### src/rtl/pwm_pair_map.vh
// Functional notes
// - run set: status rises on first count clock, counting starts on second.
// - counter equal to duty buffer drives output flag low next count clock.
// - repeat: period match sets flag, counter returns to zero, counting continues.
// - period match copies duty and period settings into their buffers.
// - one-shot: writing run again after the stop resumes counting.
// - run cleared: one more count clock is counted, then halt and status clears.
// - restart after stop continues from the held counter value, no reset.
// - any write to a counter byte zeroes the counter and sets the flag.
// - while stopped, duty and period writes pass straight into the buffers.
// - count clock from control zero and six; interrupt point, polarity from zero.
// - coupled: second output polarity comes from its own control zero.
// - external start, stop, clear by mode bits, trigger bits and pin select.
// - period is period setting plus one; first half is duty plus one.
// - first interrupt may slip one count clock; later ones are periodic.
// - interrupt can still fire in the final counted clock after run clears.
// - coupled: first counter equal to second duty buffer drives second flag low.
// - coupled: first counter equal to second period buffer sets second flag.
// - coupled: second delays are its duty plus one and period plus one clocks.
// - clear-ignore set: external clears are dropped in the first half cycle.
// - coupled one-shot: period match zeroes counter, stops, clears run bit.
`ifndef PWM_PAIR_MAP_VH
`define PWM_PAIR_MAP_VH

// write target codes on WR_REG
`define REG_CNT_L 3'h0
`define REG_CNT_H 3'h1
`define REG_DUTY_L 3'h2
`define REG_DUTY_H 3'h3
`define REG_PER_L 3'h4
`define REG_PER_H 3'h5
`define REG_RUN 3'h6

// start mode field
`define SMODE_SOFT 2'h0
`define SMODE_LEVEL 2'h1
`define SMODE_EDGE 2'h2
`define SMODE_CLEAR 2'h3

// trigger field
`define TGE_HIGH_RISE 2'h1
`define TGE_LOW_FALL 2'h2

// interrupt point field
`define ISEL_PERIOD 2'h0
`define ISEL_DUTY 2'h1

// count clock divider
`define PRE_W 7
`define PRE_EXT_SHIFT 3'h4

// reset values
`define CNT_RST 16'h0000
`define DUTY_RST 16'h0000
`define PER_RST 16'hffff
`define FLAG_RST 1'b1

`endif

### src/rtl/paired_pwm_channel_pair.v
`timescale 1ns/100ps
`include "pwm_pair_map.vh"

module paired_pwm_channel_pair (
  input wire MCLK,
  input wire RST,
  input wire WR_EN,
  input wire WR_CH,
  input wire [2:0] WR_REG,
  input wire [7:0] WR_DATA,
  input wire [3:0] CLK_SEL,
  input wire [1:0] CLK_SEL_EXT,
  input wire [3:0] INT_SEL,
  input wire [1:0] POLARITY,
  input wire [1:0] SHOT_MODE,
  input wire PAIR_MODE,
  input wire [3:0] START_MODE,
  input wire [3:0] TRIG_EDGE,
  input wire [1:0] TRIG_SEL,
  input wire [1:0] CLEAR_IGNORE,
  input wire EXT_IN0,
  input wire EXT_IN1,
  output wire [31:0] COUNT,
  output wire [31:0] DUTY_BUF,
  output wire [31:0] PERIOD_BUF,
  output wire [1:0] RUN,
  output wire [1:0] STATUS,
  output wire [1:0] FLAG,
  output wire [1:0] PWM_OUT,
  output wire [1:0] CH_INT
);

  // ****************************************
  // count clock tick
  // ****************************************
  function tick_fn;
    input [`PRE_W-1:0] pre;
    input [1:0] sel;
    input ext;
    reg [2:0] n;
    reg [7:0] m;
    begin
      n = {1'b0, sel} + (ext ? `PRE_EXT_SHIFT : 3'h0);
      m = (8'h01 << n) - 8'h01;
      tick_fn = &(pre | ~m[`PRE_W-1:0]);
    end
  endfunction

  reg [`PRE_W-1:0] pre_r;
  reg ext0_a_r;
  reg ext0_s_r;
  reg ext1_a_r;
  reg ext1_s_r;

  always @(posedge MCLK or posedge RST) begin
    if (RST) begin
      pre_r <= {`PRE_W{1'b0}};
      ext0_a_r <= 1'b0;
      ext0_s_r <= 1'b0;
      ext1_a_r <= 1'b0;
      ext1_s_r <= 1'b0;
    end else begin
      pre_r <= pre_r + {{(`PRE_W-1){1'b0}}, 1'b1};
      ext0_a_r <= EXT_IN0;
      ext0_s_r <= ext0_a_r;
      ext1_a_r <= EXT_IN1;
      ext1_s_r <= ext1_a_r;
    end
  end

  wire [1:0] step_all;
  wire [1:0] pm_all;
  wire [1:0] stat_all;
  wire [31:0] cnt_all;

  assign COUNT = cnt_all;
  assign STATUS = stat_all;

  // ****************************************
  // channels
  // ****************************************
  genvar g;
  generate
    for (g = 0; g < 2; g = g + 1) begin : ch
      reg [15:0] cnt_r;
      reg [15:0] dset_r;
      reg [15:0] pset_r;
      reg [15:0] dbuf_r;
      reg [15:0] pbuf_r;
      reg run_r;
      reg stat_r;
      reg flag_r;
      reg out_r;
      reg int_r;
      reg pin_d_r;

      wire slave = PAIR_MODE && (g == 1);
      wire wr = WR_EN && (WR_CH == g);
      wire wr_cnt = wr && ((WR_REG == `REG_CNT_L) || (WR_REG == `REG_CNT_H));
      wire wr_run = wr && (WR_REG == `REG_RUN);
      wire active = slave ? stat_all[0] : stat_r;
      wire tick = tick_fn(pre_r, CLK_SEL[2*g+1:2*g], CLK_SEL_EXT[g]);
      wire [1:0] smode = START_MODE[2*g+1:2*g];
      wire [1:0] tge = TRIG_EDGE[2*g+1:2*g];
      wire [1:0] isel = INT_SEL[2*g+1:2*g];
      wire shot = SHOT_MODE[g];

      wire pin = TRIG_SEL[g] ? ext1_s_r : ext0_s_r;
      wire rise = pin && !pin_d_r;
      wire fall = !pin && pin_d_r;
      wire tge_ok = (tge == `TGE_HIGH_RISE) || (tge == `TGE_LOW_FALL);
      wire act_lvl = (tge == `TGE_HIGH_RISE) ? pin : !pin;
      wire lvl_mode = (smode == `SMODE_LEVEL) && tge_ok && !slave;
      wire edg_mode = (smode == `SMODE_EDGE) && !slave;
      wire start_edge = (tge == `TGE_HIGH_RISE) ? rise : fall;
      wire stop_edge = (tge == `TGE_HIGH_RISE) ? fall : rise;
      wire ext_start = (lvl_mode && act_lvl && !run_r) || (edg_mode && tge_ok && start_edge);
      wire ext_stop = (lvl_mode && !act_lvl && (run_r || stat_r)) ||
                      (edg_mode && tge_ok && stop_edge);
      wire clr_req = (smode == `SMODE_CLEAR) && !slave &&
                     ((tge[0] && fall) || (tge[1] && rise));
      wire clr_ok = clr_req && !(CLEAR_IGNORE[g] && stat_r && flag_r);

      // coupled second channel watches first counter
      wire [15:0] src = slave ? cnt_all[15:0] : cnt_r;
      wire adv = slave ? step_all[0] : (tick && stat_r);
      wire dm = adv && (src == dbuf_r);
      wire pm = adv && (src == pbuf_r);
      wire reload = slave ? pm_all[0] : pm;

      assign step_all[g] = tick && stat_r && !slave;
      assign pm_all[g] = pm && !slave;
      assign stat_all[g] = stat_r;
      assign cnt_all[16*g+15:16*g] = cnt_r;
      assign DUTY_BUF[16*g+15:16*g] = dbuf_r;
      assign PERIOD_BUF[16*g+15:16*g] = pbuf_r;
      assign RUN[g] = run_r;
      assign FLAG[g] = flag_r;
      assign PWM_OUT[g] = out_r;
      assign CH_INT[g] = int_r;

      always @(posedge MCLK or posedge RST) begin
        if (RST) begin
          cnt_r <= `CNT_RST;
          dset_r <= `DUTY_RST;
          pset_r <= `PER_RST;
          dbuf_r <= `DUTY_RST;
          pbuf_r <= `PER_RST;
          run_r <= 1'b0;
          stat_r <= 1'b0;
          flag_r <= `FLAG_RST;
          out_r <= 1'b0;
          int_r <= 1'b0;
          pin_d_r <= 1'b0;
        end else begin
          pin_d_r <= pin;
          out_r <= flag_r ^ POLARITY[g];
          if (isel == `ISEL_PERIOD) begin
            int_r <= pm;
          end else if (isel == `ISEL_DUTY) begin
            int_r <= dm;
          end else begin
            int_r <= pm || dm;
          end

          if (wr && (WR_REG == `REG_DUTY_L)) begin
            dset_r[7:0] <= WR_DATA;
          end
          if (wr && (WR_REG == `REG_DUTY_H)) begin
            dset_r[15:8] <= WR_DATA;
          end
          if (wr && (WR_REG == `REG_PER_L)) begin
            pset_r[7:0] <= WR_DATA;
          end
          if (wr && (WR_REG == `REG_PER_H)) begin
            pset_r[15:8] <= WR_DATA;
          end

          if (reload) begin
            dbuf_r <= dset_r;
            pbuf_r <= pset_r;
          end
          if (!active && wr && (WR_REG == `REG_DUTY_L)) begin
            dbuf_r[7:0] <= WR_DATA;
          end
          if (!active && wr && (WR_REG == `REG_DUTY_H)) begin
            dbuf_r[15:8] <= WR_DATA;
          end
          if (!active && wr && (WR_REG == `REG_PER_L)) begin
            pbuf_r[7:0] <= WR_DATA;
          end
          if (!active && wr && (WR_REG == `REG_PER_H)) begin
            pbuf_r[15:8] <= WR_DATA;
          end

          // status follows run on count clock
          // start waits for a count clock
          if (tick && !slave) begin
            if (!stat_r) begin
              if (run_r) begin
                stat_r <= 1'b1;
              end
            end else if (!run_r) begin
              stat_r <= 1'b0;
            end
          end

          // counting with period and duty compare
          if (adv) begin
            if (pm) begin
              flag_r <= 1'b1;
              if (!slave) begin
                cnt_r <= 16'h0000;
              end
            end else begin
              if (!slave) begin
                cnt_r <= cnt_r + 16'h0001;
              end
              if (dm) begin
                flag_r <= 1'b0;
              end
            end
          end

          if (pm && shot && !slave) begin
            run_r <= 1'b0;
            stat_r <= 1'b0;
          end

          if (wr_cnt || clr_ok || ext_stop) begin
            cnt_r <= 16'h0000;
            flag_r <= 1'b1;
          end
          if (ext_stop) begin
            run_r <= 1'b0;
            stat_r <= 1'b0;
          end

          // software run write, wins over hardware clear
          if (wr_run && !edg_mode && !slave) begin
            run_r <= WR_DATA[0];
          end
          if (ext_start) begin
            run_r <= 1'b1;
          end
        end
      end
    end
  endgenerate

endmodule

### config.mk
export PLATFORM = sky130hd
export DESIGN_NAME = paired_pwm_channel_pair
export DESIGN_NICKNAME = d
export VERILOG_FILES = /design/src/rtl/paired_pwm_channel_pair.v
export VERILOG_INCLUDE_DIRS = /design/src /design/src/rtl
export SDC_FILE = /design/constraint.sdc
export NUM_CORES = 1
export LEC_CHECK = 0
export BUFFER_PORTS_ARGS = -buffer_cell sky130_fd_sc_hd__buf_2
export CORE_UTILIZATION = 40
export DETAILED_ROUTE_END_ITERATION = 12
export SETUP_SLACK_MARGIN = 0.3
export SLEW_MARGIN = 15
export SYNTH_ARGS = -nofsm -noshare
export SYNTH_HDL_FRONTEND = slang
export SYNTH_SLANG_ARGS = --single-unit
### constraint.sdc
create_clock -name MCLK -period 7.5 [get_ports MCLK]
set_clock_uncertainty 0.2 [all_clocks]
set_input_delay 0.375 -clock MCLK [delete_from_list [all_inputs] [get_ports MCLK]]
set_output_delay 0.375 -clock MCLK [all_outputs]
set_load 0.01 [all_outputs]
* Word-level counts from Yosys, hierarchy flattened
Cells that the tools add are included.
** Storage, ports and cells
- Register bits :: 183
- Input port bits :: 44
- Output and inout port bits :: 106
- Word-level logic and storage cells :: 264
** Cells by class
- $add $sub $neg :: 7
- Eq/ne operators :: 23
- Shifts and indexed selects :: 2
- Multiplexer cells :: 62
- Bitwise gates (word level) :: 7
- Reductions and logical operators :: 128
** Operators with widths (count)
- $mux 16 :: 13
- $logic_and 1x1->1 :: 72
- $eq 16x16->1 :: 4
- $mux 8 :: 8
- $mux 1 :: 39
- $add 16x1->16 const B :: 2
- $reduce_bool 2->1 :: 10
- $logic_or 1x1->1 :: 17
- $logic_not 1->1 :: 15
- $not 7->7 :: 2
- $or 7x7->7 :: 2
- $reduce_and 7->1 :: 2
- $shl 1x3->7 const A :: 2
- $sub 7x1->7 const B :: 2
- $eq 2x1->1 const B :: 6
- $eq 2x2->1 const B :: 6
- $reduce_bool 3->1 :: 4
- $eq 3x3->1 const B :: 3
- $reduce_bool 4->1 :: 2
- $add 7x1->7 const B :: 1
- $add 2x3->3 :: 2
- $eq 3x2->1 const B :: 2
- $mux 3 :: 2
- $reduce_and 2->1 :: 3
- 6 further kinds :: 8

* Longest topological paths before layout
Gate-level depths: netlist of the first run.
- Depth after elaboration :: 16
- Gate-level depth with buffers :: 10
- Gate-level depth less buffers :: 8

* Least setup slack after synthesis of the first run
OpenSTA, ideal clock, no wires.
- Path type :: flip-flop to flip-flop
- Start :: register ch[0].cnt_r[6]
- End :: register ch[1].dbuf_r[0]
- Setup time :: 0.123 ns
- Arrival :: 2.302 ns
- Data required time :: 7.177 ns
- Slack :: 4.875 ns
- Cell stages (with the launch flop) :: 9
- Path buffers :: 2
- Period minus slack after synthesis :: 2.625 ns
- Cell sequence :: dfrtp_1 -> clkbuf_1 -> xnor2_1 -> nand4_1 -> nor4_4 -> nand3_1 -> a21boi_4 -> buf_6 -> o221a_1
** Between the ends
- Word-level cells in the longest chain between the ends :: 5
- Elaborated cells on any way between the ends :: 7
- Those cells by class :: eq/ne: 2; mux: 2; reduce/logical: 3
** Ends and longest elaborated chain
- from (decl) :: RTL line paired_pwm_channel_pair.v:85 : reg [15:0] cnt_r;
- from (signal assigned) :: RTL line paired_pwm_channel_pair.v:144 : cnt_r <= `CNT_RST;
- from (signal assigned) :: RTL line paired_pwm_channel_pair.v:217 : cnt_r <= cnt_r + 16'h0001;
- $mux 16 :: RTL line paired_pwm_channel_pair.v:125 : wire [15:0] src = slave ? cnt_all[15:0] : cnt_r;
- $eq 16x16->1 :: RTL line paired_pwm_channel_pair.v:128 : wire pm = adv && (src == pbuf_r);
- $logic_and 1x1->1 :: RTL line paired_pwm_channel_pair.v:128
- $mux 1 (*) :: RTL line paired_pwm_channel_pair.v:129 : wire reload = slave ? pm_all[0] : pm;
- $reduce_bool 2->1 (no source line) (*)
- to (signal assigned) :: RTL line paired_pwm_channel_pair.v:147 : dbuf_r <= `DUTY_RST;
- to (signal assigned) :: RTL line paired_pwm_channel_pair.v:180 : dbuf_r <= dset_r;
- to (decl) :: RTL line paired_pwm_channel_pair.v:88 : reg [15:0] dbuf_r;
Every way passes the cells marked *; elsewhere a longest branch is shown, timed or not.
A chain may end at the register's enable or synchronous reset.

* Final worst setup path of the first run
- Start :: register ch[0].cnt_r[3]
- End :: register ch[0].cnt_r[15]
** Between the ends
- Word-level cells in the longest chain between the ends :: 5
- Elaborated cells on any way between the ends :: 6
- Those cells by class :: add/sub: 1; eq/ne: 1; mux: 3; reduce/logical: 1
** Ends and longest elaborated chain
- branches (longest 2 deep; another with $add 16x1->16)
- $mux 16 (*) :: RTL line paired_pwm_channel_pair.v:210 : if (pm) begin
- $mux 16 (*) :: RTL line paired_pwm_channel_pair.v:209 : if (adv) begin
- $mux 16 (*) :: RTL line paired_pwm_channel_pair.v:230 : if (wr_cnt || clr_ok || ext_stop) begin
Every way passes the cells marked *. The select of a mux whose other input is x is not followed.

==> results of run 1 <==
report_power, final:
group | leakage (nW) | internal (mW) | switching [mW] | total (mW)
Combinational | 2.24 | 0.493 | 0.461 | 0.954
Clock | 0.274 | 0.475 | 0.424 | 0.899
Sequential | 2.15 | 1.35 | 0.378 | 1.73
Total | 4.66 | 2.32 | 1.26 | 3.59
worst max-delay path by stage:
stage	from	to	slack (ps)	cells past startpoint
2_1_floorplan	RST	ch[0].active	2060	1
3_3_place_gp	ch[0].cnt_r[3]	ch[0].cnt_r[14]	3760	6
3_5_place_dp	ch[0].cnt_r[1]	ch[0].cnt_r[8]	3750	6
4_1_cts	ch[0].cnt_r[3]	ch[0].cnt_r[15]	3710	6
5_1_grt	ch[0].cnt_r[3]	ch[0].cnt_r[14]	3500	6
6_report	ch[0].cnt_r[3]	ch[0].cnt_r[15]	3690	6
cell type report:
cell class | count | area (µm²)
clock buffers | 18 | 439.2
clock inverters | 14 | 140.1
fillers | 2217 | 12400
inverters | 20 | 80.08
multi-input cells | 622 | 4657
flip-flops and latches | 183 | 4662
well taps | 319 | 399.1
repair buffers | 159 | 838.3
layer usage:
layer | wire length, µm | global-route usage [%] | part of all wire, %
met1 | 13680 | 34.31 | 47
met2 | 13040 | 36.71 | 45
met3 | 1702 | 4.517 | 5.8
met4 | 680 | 8.229 | 2.3
met5 | 10 | 0 | 0.034
logic make-up after synthesis:
family | synth area share [%]
flip-flops | 48.08
XOR/XNOR | 7.227
adder cells (fa/ha/maj) | 0.6452
buffers and inverters | 3.884
AND/OR/NAND/NOR | 16.58
AO/OA/AOI/OAI | 13.73
multiplexers | 9.846
worst max-delay path, cell delays in order (launching register included):
cell      delay (ps)
dfrtp_1          700
xnor2_1          200
nand4_1          180
nor4_4           590
and3_1          1010
nor2_1           540
a21boi_1         270
cells in the mapped netlist (13+ instances only):
| cell | number | share of area, % |
|---|---|---|
| dfrtp_1 | 117 | 30 |
| nand2_1 | 81 | 3.1 |
| xnor2_1 | 74 | 6.7 |
| dfstp_2 | 66 | 18 |
| mux2_2 | 64 | 7.4 |
| nor2_1 | 47 | 1.8 |
| o221a_1 | 37 | 4.3 |
| clkbuf_1 | 33 | 1.3 |
| or2_2 | 33 | 2.1 |
| or3_1 | 25 | 1.6 |
| a31oi_1 | 24 | 1.5 |
| inv_1 | 19 | 0.74 |
| nand3_1 | 19 | 0.98 |
| o21ai_0 | 16 | 0.83 |
| a21boi_1 | 14 | 1.1 |
| mux2i_1 | 14 | 1.4 |
| nand4_1 | 14 | 0.90 |
| nor4_1 | 13 | 0.84 |
sequential cells by signal, indices dropped and copies added (netlist names), 7 cells and up:
name       flops
pre_r          7
ch.dset_r     32
ch.pset_r     32
ch.pbuf_r     32
ch.cnt_r      32
ch.dbuf_r     32
what timing repair did:
action,CTS,global route
endpoints found under the hold margin,9,0
hold buffers,7,0
setup endpoints to repair,0,0
==> run metrics, run 1 <==
status finished, final reports clean; Setup crit end kind flip-flop; Post-Syn Instances 881; Slew Limit Fails 0; fin cells 1335; async set or reset register ratio after synthesis 100.0%; DIE AREA 24870 µm²; P per Cell Area 319.7 nW/µm²; Initial Util 41.06%; Pleak 4.655 nW; max_cap viols 0; drc violations 0; final RePlAce weighted congestion 0.8687; Buffers on Ports 149; dpl cell area 10570 µm²; dpl ws 3752 ps; Routed WL 29110 µm; FF-to-FF End ch[0].cnt_r[15]; final setup margin 3689 ps; commonest non-fill, non-tap cell in the layout buf_2; die width 157.7 µm; VDD IR max 0.1420 mV; row count 56; CTS Sinks 183; Resize count post-CTS 0; final core occ 47.50%; Hold Fails Final Rpt 0; Area Growth Syn to Fin 15.68%; Worst slew margin 23.87%; Critical Path AT 3940 ps; Worst Hold Class in -> reg; TritonCTS clock tree done; vias in the first global route 7173; DP HPWL 20650 µm; worst r2r path cells 6; Pre-antenna DRT Iters 5; syn_area_per_cell 11.01 µm²; CTS Root Cell clkbuf_16; vias 7559; critical path type reg -> reg; # IOs 150; worst hold stages 2; wire length per cell 21.81 µm; syn nets 930; post-synthesis sequential area ratio 48.08%; fin nets 1052; period utilisation layout 50.81%; Hold EP ch[1].int_r; first-pass GRT wire length 44150 µm; die height 157.7 µm; final setup fails 0; EDFF count, synth 0; Initial DRC Count 521; Fin Hold WS 17.97 ps; setup TNS 0 ps; placed cells 1296; Vias/cell 5.662; Slew @ Worst Pin 1142 ps; Max clock buf depth 2; FF-to-FF setup slack 3690 ps; RSZ-0062 raised after global routing no; Reg clk slew, reported paths 70 ps; Hold Crit Start INT_SEL[3]; TritonCTS buffer count 17; reg2reg start ch[0].cnt_r[3]; CP startpoint kind flip-flop; H-tree Lvls 4; Worst-Skew Late Latency 450 ps; most used flip-flop cell after synthesis dfrtp_1; Worst EP required 7630 ps; total global-route track usage 24.16%; YS warnings 0; synth unique cells 76; Congestion Overflow GR 0; layout cell share with drive strength beyond 1 36.42%; Design Area, Final 11220 µm²; f_max 0.2624 GHz; Std-Cell Core Area 23610 µm²; pin count of the biggest net entering global routing 111; initial antenna violation count 1; Total Power 3.586 mW; Mapped Area 9696 µm²; maximum fanout along the worst path 24; commonest non-fill, non-tap cells in the layout buf_2 (149), dfrtp_1 (117), nand2_1 (81); flops & latches, synth 183; Post-CTS Setup Bufs 0; Final ANT Viol Nets 0; post-layout min period 3811 ps; Diodes inserted 0
(Power assumes the default switching activity.)
==> run 2, diff against run 1 <==
==> constraint.sdc (replaced) <==
create_clock -name MCLK -period 3.1 [get_ports MCLK]
set_clock_uncertainty 0.2 [all_clocks]
set_input_delay 0.155 -clock MCLK [delete_from_list [all_inputs] [get_ports MCLK]]
set_output_delay 0.155 -clock MCLK [all_outputs]
set_load 0.01 [all_outputs]
==> run 2 against run 1 <==
Compared with the run above:
- cell area is 3.8% higher
- non-clock buffer count up 44
- critical path depth increased by 1
- global-route usage increased by 0.45 points
- setup slack worse by 3200 ps
- via count increased by 0.24%
- clock power up 140%
- combinational power rose to 2.6 times the previous value
- final cell count increased by 3.3%
- fmax is 45% higher
==> run metrics, run 2 (synthesized netlist as in run 1, its figures left out) <==
Worst slew margin 46.17%; Buffers on Ports 149; initial antenna violation count 0; die width 157.7 µm; worst hold stages 5; Post-CTS Setup Bufs 0; final core occ 49.31%; Slew Limit Fails 0; Setup crit end kind flip-flop; Pleak 4.892 nW; dpl cell area 10820 µm²; DIE AREA 24870 µm²; vias 7577; fin cells 1379; critical path type reg -> reg; Final ANT Viol Nets 0; wire length per cell 21.16 µm; FF-to-FF End ch[1].dbuf_r[2]; Clock power frac 25.0%; Diodes inserted 0; die height 157.7 µm; Worst EP required 3260 ps; pin count of the biggest net entering global routing 112; total global-route track usage 24.60%; Hold Crit Start CLK_SEL[3]; vias in the first global route 7417; H-tree Lvls 4; final RePlAce weighted congestion 0.8472; Routed WL 29190 µm; commonest non-fill, non-tap cell in the layout buf_2; reg2reg start ch[0].cnt_r[2]; placed cells 1325; FF-to-FF setup slack 460 ps; CP startpoint kind flip-flop; sequential power share 47.2%; Hold EP ch[1].stat_r; layout cell share with drive strength beyond 1 37.83%; RSZ-0062 raised after global routing no; VDD IR max 0.3955 mV; Congestion Overflow GR 0; DP HPWL 21450 µm; Slew @ Worst Pin 804.4 ps; Area Growth Syn to Fin 20.09%; Initial Util 41.06%; Worst Hold Class in -> reg; Total Power 8.795 mW; power share of the combinational group 27.8%; status finished, final reports clean; # IOs 150; worst r2r path cells 7; fin nets 1096; net switching power 3.039 mW; Reg clk slew, reported paths 70 ps; Std-Cell Core Area 23610 µm²; CTS Sinks 183; TritonCTS clock tree done; drc violations 0; period utilisation layout 85.02%; final setup fails 0; worst path cell trace mux2i_2 -> xnor2_1 -> nor4_2 -> buf_4 -> nand4_4 -> o211ai_4 -> o221a_1; max_cap viols 0; f_max 0.3794 GHz; CTS Root Cell clkbuf_16; setup TNS 0 ps; Slowest cell on crit path dfrtp_1; Max clock buf depth 2; maximum fanout along the worst path 10; first-pass GRT wire length 45050 µm; P per Cell Area 755.3 nW/µm²; max incr delay on CP 540 ps; row count 56; Internal 5.756 mW; commonest non-fill, non-tap cells in the layout buf_2 (149), dfrtp_1 (117), nand2_1 (81); Design Area, Final 11640 µm²; Critical Path AT 2800 ps; post-layout min period 2636 ps; Pre-antenna DRT Iters 5; Worst-Skew Late Latency 430 ps; switch share 34.55%; TritonCTS buffer count 17; Vias/cell 5.495; Initial DRC Count 546; Hold Fails Final Rpt 0
[run 2: repair_timing]
action,CTS,global route
hold buffers,22,0
endpoints found under the hold margin,177,0
gates resized for setup,0,4
endpoints found under the setup margin,0,23
[run 2: power groups by stage]
stage / registers, mW / clock network (mW) / logic (mW)
4_1_cts: 4.14 / 2.24 / 2.46
5_1_grt: 4.23 / 2.33 / 2.68
2_1_floorplan: 4.02 / 0 / 1.41
6_report: 4.16 / 2.20 / 2.44
3_3_place_gp: 4.18 / 0 / 2.39
3_5_place_dp: 4.18 / 0 / 2.42
[run 2: final cells by class]
type | count | area [µm²]
clock buffer | 19 | 442.9
fill | 2171 | 11970
tap | 319 | 399.1
inverter | 20 | 78.83
timing repair buffer | 203 | 1244
sequential | 183 | 4662
multi-input combinational | 622 | 4671
clock inverter | 13 | 146.4
[run 2: stage by stage]
step	setup slack, ps	hold WS [ps]
floorplan	448.3	-13.57
global placement	244.4	64.86
detailed placement	223.6	64.32
CTS	405.9	39.26
global route	308.7	106.4
finish	464.4	70.75
[run 2: worst max path at each step]
stage / startpoint / to / slack, ps / cells after the start
detailed placement: PAIR_MODE / ch[1].dbuf_r[2] / 220 / 8
global placement: PAIR_MODE / ch[1].dbuf_r[2] / 240 / 8
global route: ch[0].cnt_r[11] / ch[1].cnt_r[12] / 310 / 7
finish: ch[0].cnt_r[2] / ch[1].dbuf_r[2] / 460 / 7
CTS: ch[0].cnt_r[2] / ch[1].dbuf_r[2] / 410 / 7
floorplan: RST / ch[0].active / 450 / 1
[run 2: critical path, delay by kind of cell (launching register included)]
kind	cells	cell delay, ps
AO/OA/AOI/OAI	2	670
AND/OR/NAND/NOR	2	570
flip-flops	1	540
multiplexers	1	300
buffers and inverters	1	170
XOR/XNOR	1	120
[run 2: metal layers]
layer  part of all wire (%)  global-route usage, %  vias up  wire, µm
met5                      0                      0        -         0
met4                    1.6                  6.611        0       481
met3                    5.7                  4.791       25      1666
met2                     45                  38.05      247     13160
met1                     48                  34.97     3796     13880
li1                       -                      -     3509         -
==> run 3, diff against run 2 <==
--- a/config.mk
+++ b/config.mk
@@ -6,9 +6,10 @@
 export SDC_FILE = /design/constraint.sdc
 export NUM_CORES = 1
 export LEC_CHECK = 0
-export BUFFER_PORTS_ARGS = -buffer_cell sky130_fd_sc_hd__buf_2
-export CORE_UTILIZATION = 40
+export CORE_UTILIZATION = 53
 export DETAILED_ROUTE_END_ITERATION = 12
+export DONT_BUFFER_PORTS = 1
+export PLACE_DENSITY = 0.71
 export SETUP_SLACK_MARGIN = 0.3
 export SLEW_MARGIN = 15
 export SYNTH_ARGS = -nofsm -noshare
==> run 3 against run 2 <==
Compared with the run above:
- sequential cell count is the same
- first-iteration DRC count grew 18%
- fmax shrank 3.1%
- die area shrank 24%
- worst hold slack lost 47 ps
- core utilization grew 12 points
- power shrank 5.4%
- clock power is essentially flat
- sequential share of layout area grew 2.4 points
- largest power group unchanged
==> run metrics, run 3 (synthesized netlist as in run 1, its figures left out) <==
f_max 0.3676 GHz; die width 137.3 µm; Critical Path AT 2850 ps; final core occ 61.13%; RSZ-0062 raised after global routing no; dpl cell area 10030 µm²; commonest non-fill, non-tap cell in the layout dfrtp_1; switch share 34.40%; Buffers on Ports 0; Initial DRC Count 643; final setup fails 0; Worst-Skew Late Latency 450 ps; Worst slew margin 31.63%; commonest non-fill, non-tap cells in the layout dfrtp_1 (116), nand2_1 (81), xnor2_1 (74); Multi-input gate area 4682 µm²; Seq. cell area 4663 µm²; vias in the first global route 6850; max_cap viols 0; sequential power share 52.9%; Post-CTS Setup Bufs 0; initial antenna violation count 5; DP HPWL 19670 µm; vias 7292; maximum fanout along the worst path 22; total global-route track usage 30.36%; Congestion Overflow GR 0; final RePlAce weighted congestion 0.9517; TritonCTS clock tree done; post-layout min period 2720 ps; Std-Cell Core Area 17960 µm²; Pleak 4.334 nW; period utilisation layout 87.74%; Hold Fails Final Rpt 0; Pre-antenna DRT Iters 5; die height 137.3 µm; row count 49; Max clock buf depth 2; Worst Hold Class in -> reg; Design Area, Final 10980 µm²; FF-to-FF setup slack 380 ps; Slew @ Worst Pin 1023 ps; # IOs 150; H-tree Lvls 4; P per Cell Area 757.8 nW/µm²; power share of the combinational group 21.0%; CTS Sinks 183; first-pass GRT wire length 41570 µm; CTS Root Cell clkbuf_16; Worst EP required 3230 ps; Vias/cell 6.275; Setup crit end kind flip-flop; Slew Limit Fails 0; TritonCTS buffer count 17; Reg clk slew, reported paths 70 ps; DIE AREA 18840 µm²; Area Growth Syn to Fin 13.25%; critical path type reg -> reg; layout cell share with drive strength beyond 1 28.20%; Clock power frac 26.1%; VDD IR max 0.5068 mV; status finished, final reports clean; net switching power 2.862 mW; drc violations 0; setup TNS 0 ps; Initial Util 53.97%; fin nets 965; Filler cells 1457; Final ANT Viol Nets 0; pin count of the biggest net entering global routing 56; Internal 5.459 mW; CP startpoint kind flip-flop; wire length per cell 23.66 µm; Routed WL 27500 µm
-- run 3: final cells by class --
cell class	count	area share, %
Antenna cell	4	0.09116
Clock buffer	22	4.524
Clock inverter	10	0.8432
Inverter	20	0.7179
Multi-Input combinational cell	622	42.64
Sequential cell	183	42.47
Tap cell	229	2.609
Timing Repair Buffer	72	6.108
-- run 3: worst max-delay path: stages, from the launching register on --
cell	delay, ps
dfrtp_1	610
mux2i_4	160
xnor2_1	240
nor4_4	410
and4_4	390
a21boi_4	150
buf_12	190
o221a_1	240
-- run 3: repair_timing --
item,CTS,global route
pin swaps,0,1
endpoints found under the hold margin,167,0
setup endpoints to repair,33,59
resized for setup,3,5
hold buffers,32,0
-- run 3: path summary, 6_finish.rpt --
check | from | endpoint | cells past startpoint
max | ch[0].cnt_r[3] | ch[1].dbuf_r[13] | 7
min | START_MODE[1] | ch[0].run_r | 4
max reg2reg | ch[0].cnt_r[3] | ch[1].dbuf_r[13] | 7
min reg2reg | ext1_a_r | ext1_s_r | 0
max in group asynchronous | RST | ch[1].flag_r | 3
min in group asynchronous | RST | pre_r[6] | 2
-- run 3: through the flow --
stage	power, mW	worst slack, ps	hold slack [ps]	std cells
2_1_floorplan	5.431	448.3	-13.57	881
3_3_place_gp	6.029	229.9	-13.52	1094
3_5_place_dp	6.081	169.5	-13.53	1094
4_1_cts	8.300	372.9	9.056	1158
5_1_grt	8.648	314.3	70.19	1161
6_report	8.321	380.0	23.59	1162
-- run 3: layer usage --
layer	track usage (%)	vias to the layer above	share of wire, %	routed length, µm
met5	0	-	0	0
met4	10.87	0	2.2	599
met3	8.499	45	9.2	2541
met2	46.66	317	47	12790
met1	40.98	3680	42	11570
li1	-	3250	-	-
-- run 3: power groups by stage --
| stage | combinational (mW) | clock (mW) | sequential [mW] |
|---|---|---|---|
| 6_report | 1.75 | 2.17 | 4.40 |
| 5_1_grt | 1.92 | 2.25 | 4.48 |
| 4_1_cts | 1.74 | 2.18 | 4.38 |
| 3_5_place_dp | 1.66 | 0 | 4.42 |
| 3_3_place_gp | 1.63 | 0 | 4.40 |
| 2_1_floorplan | 1.41 | 0 | 4.02 |
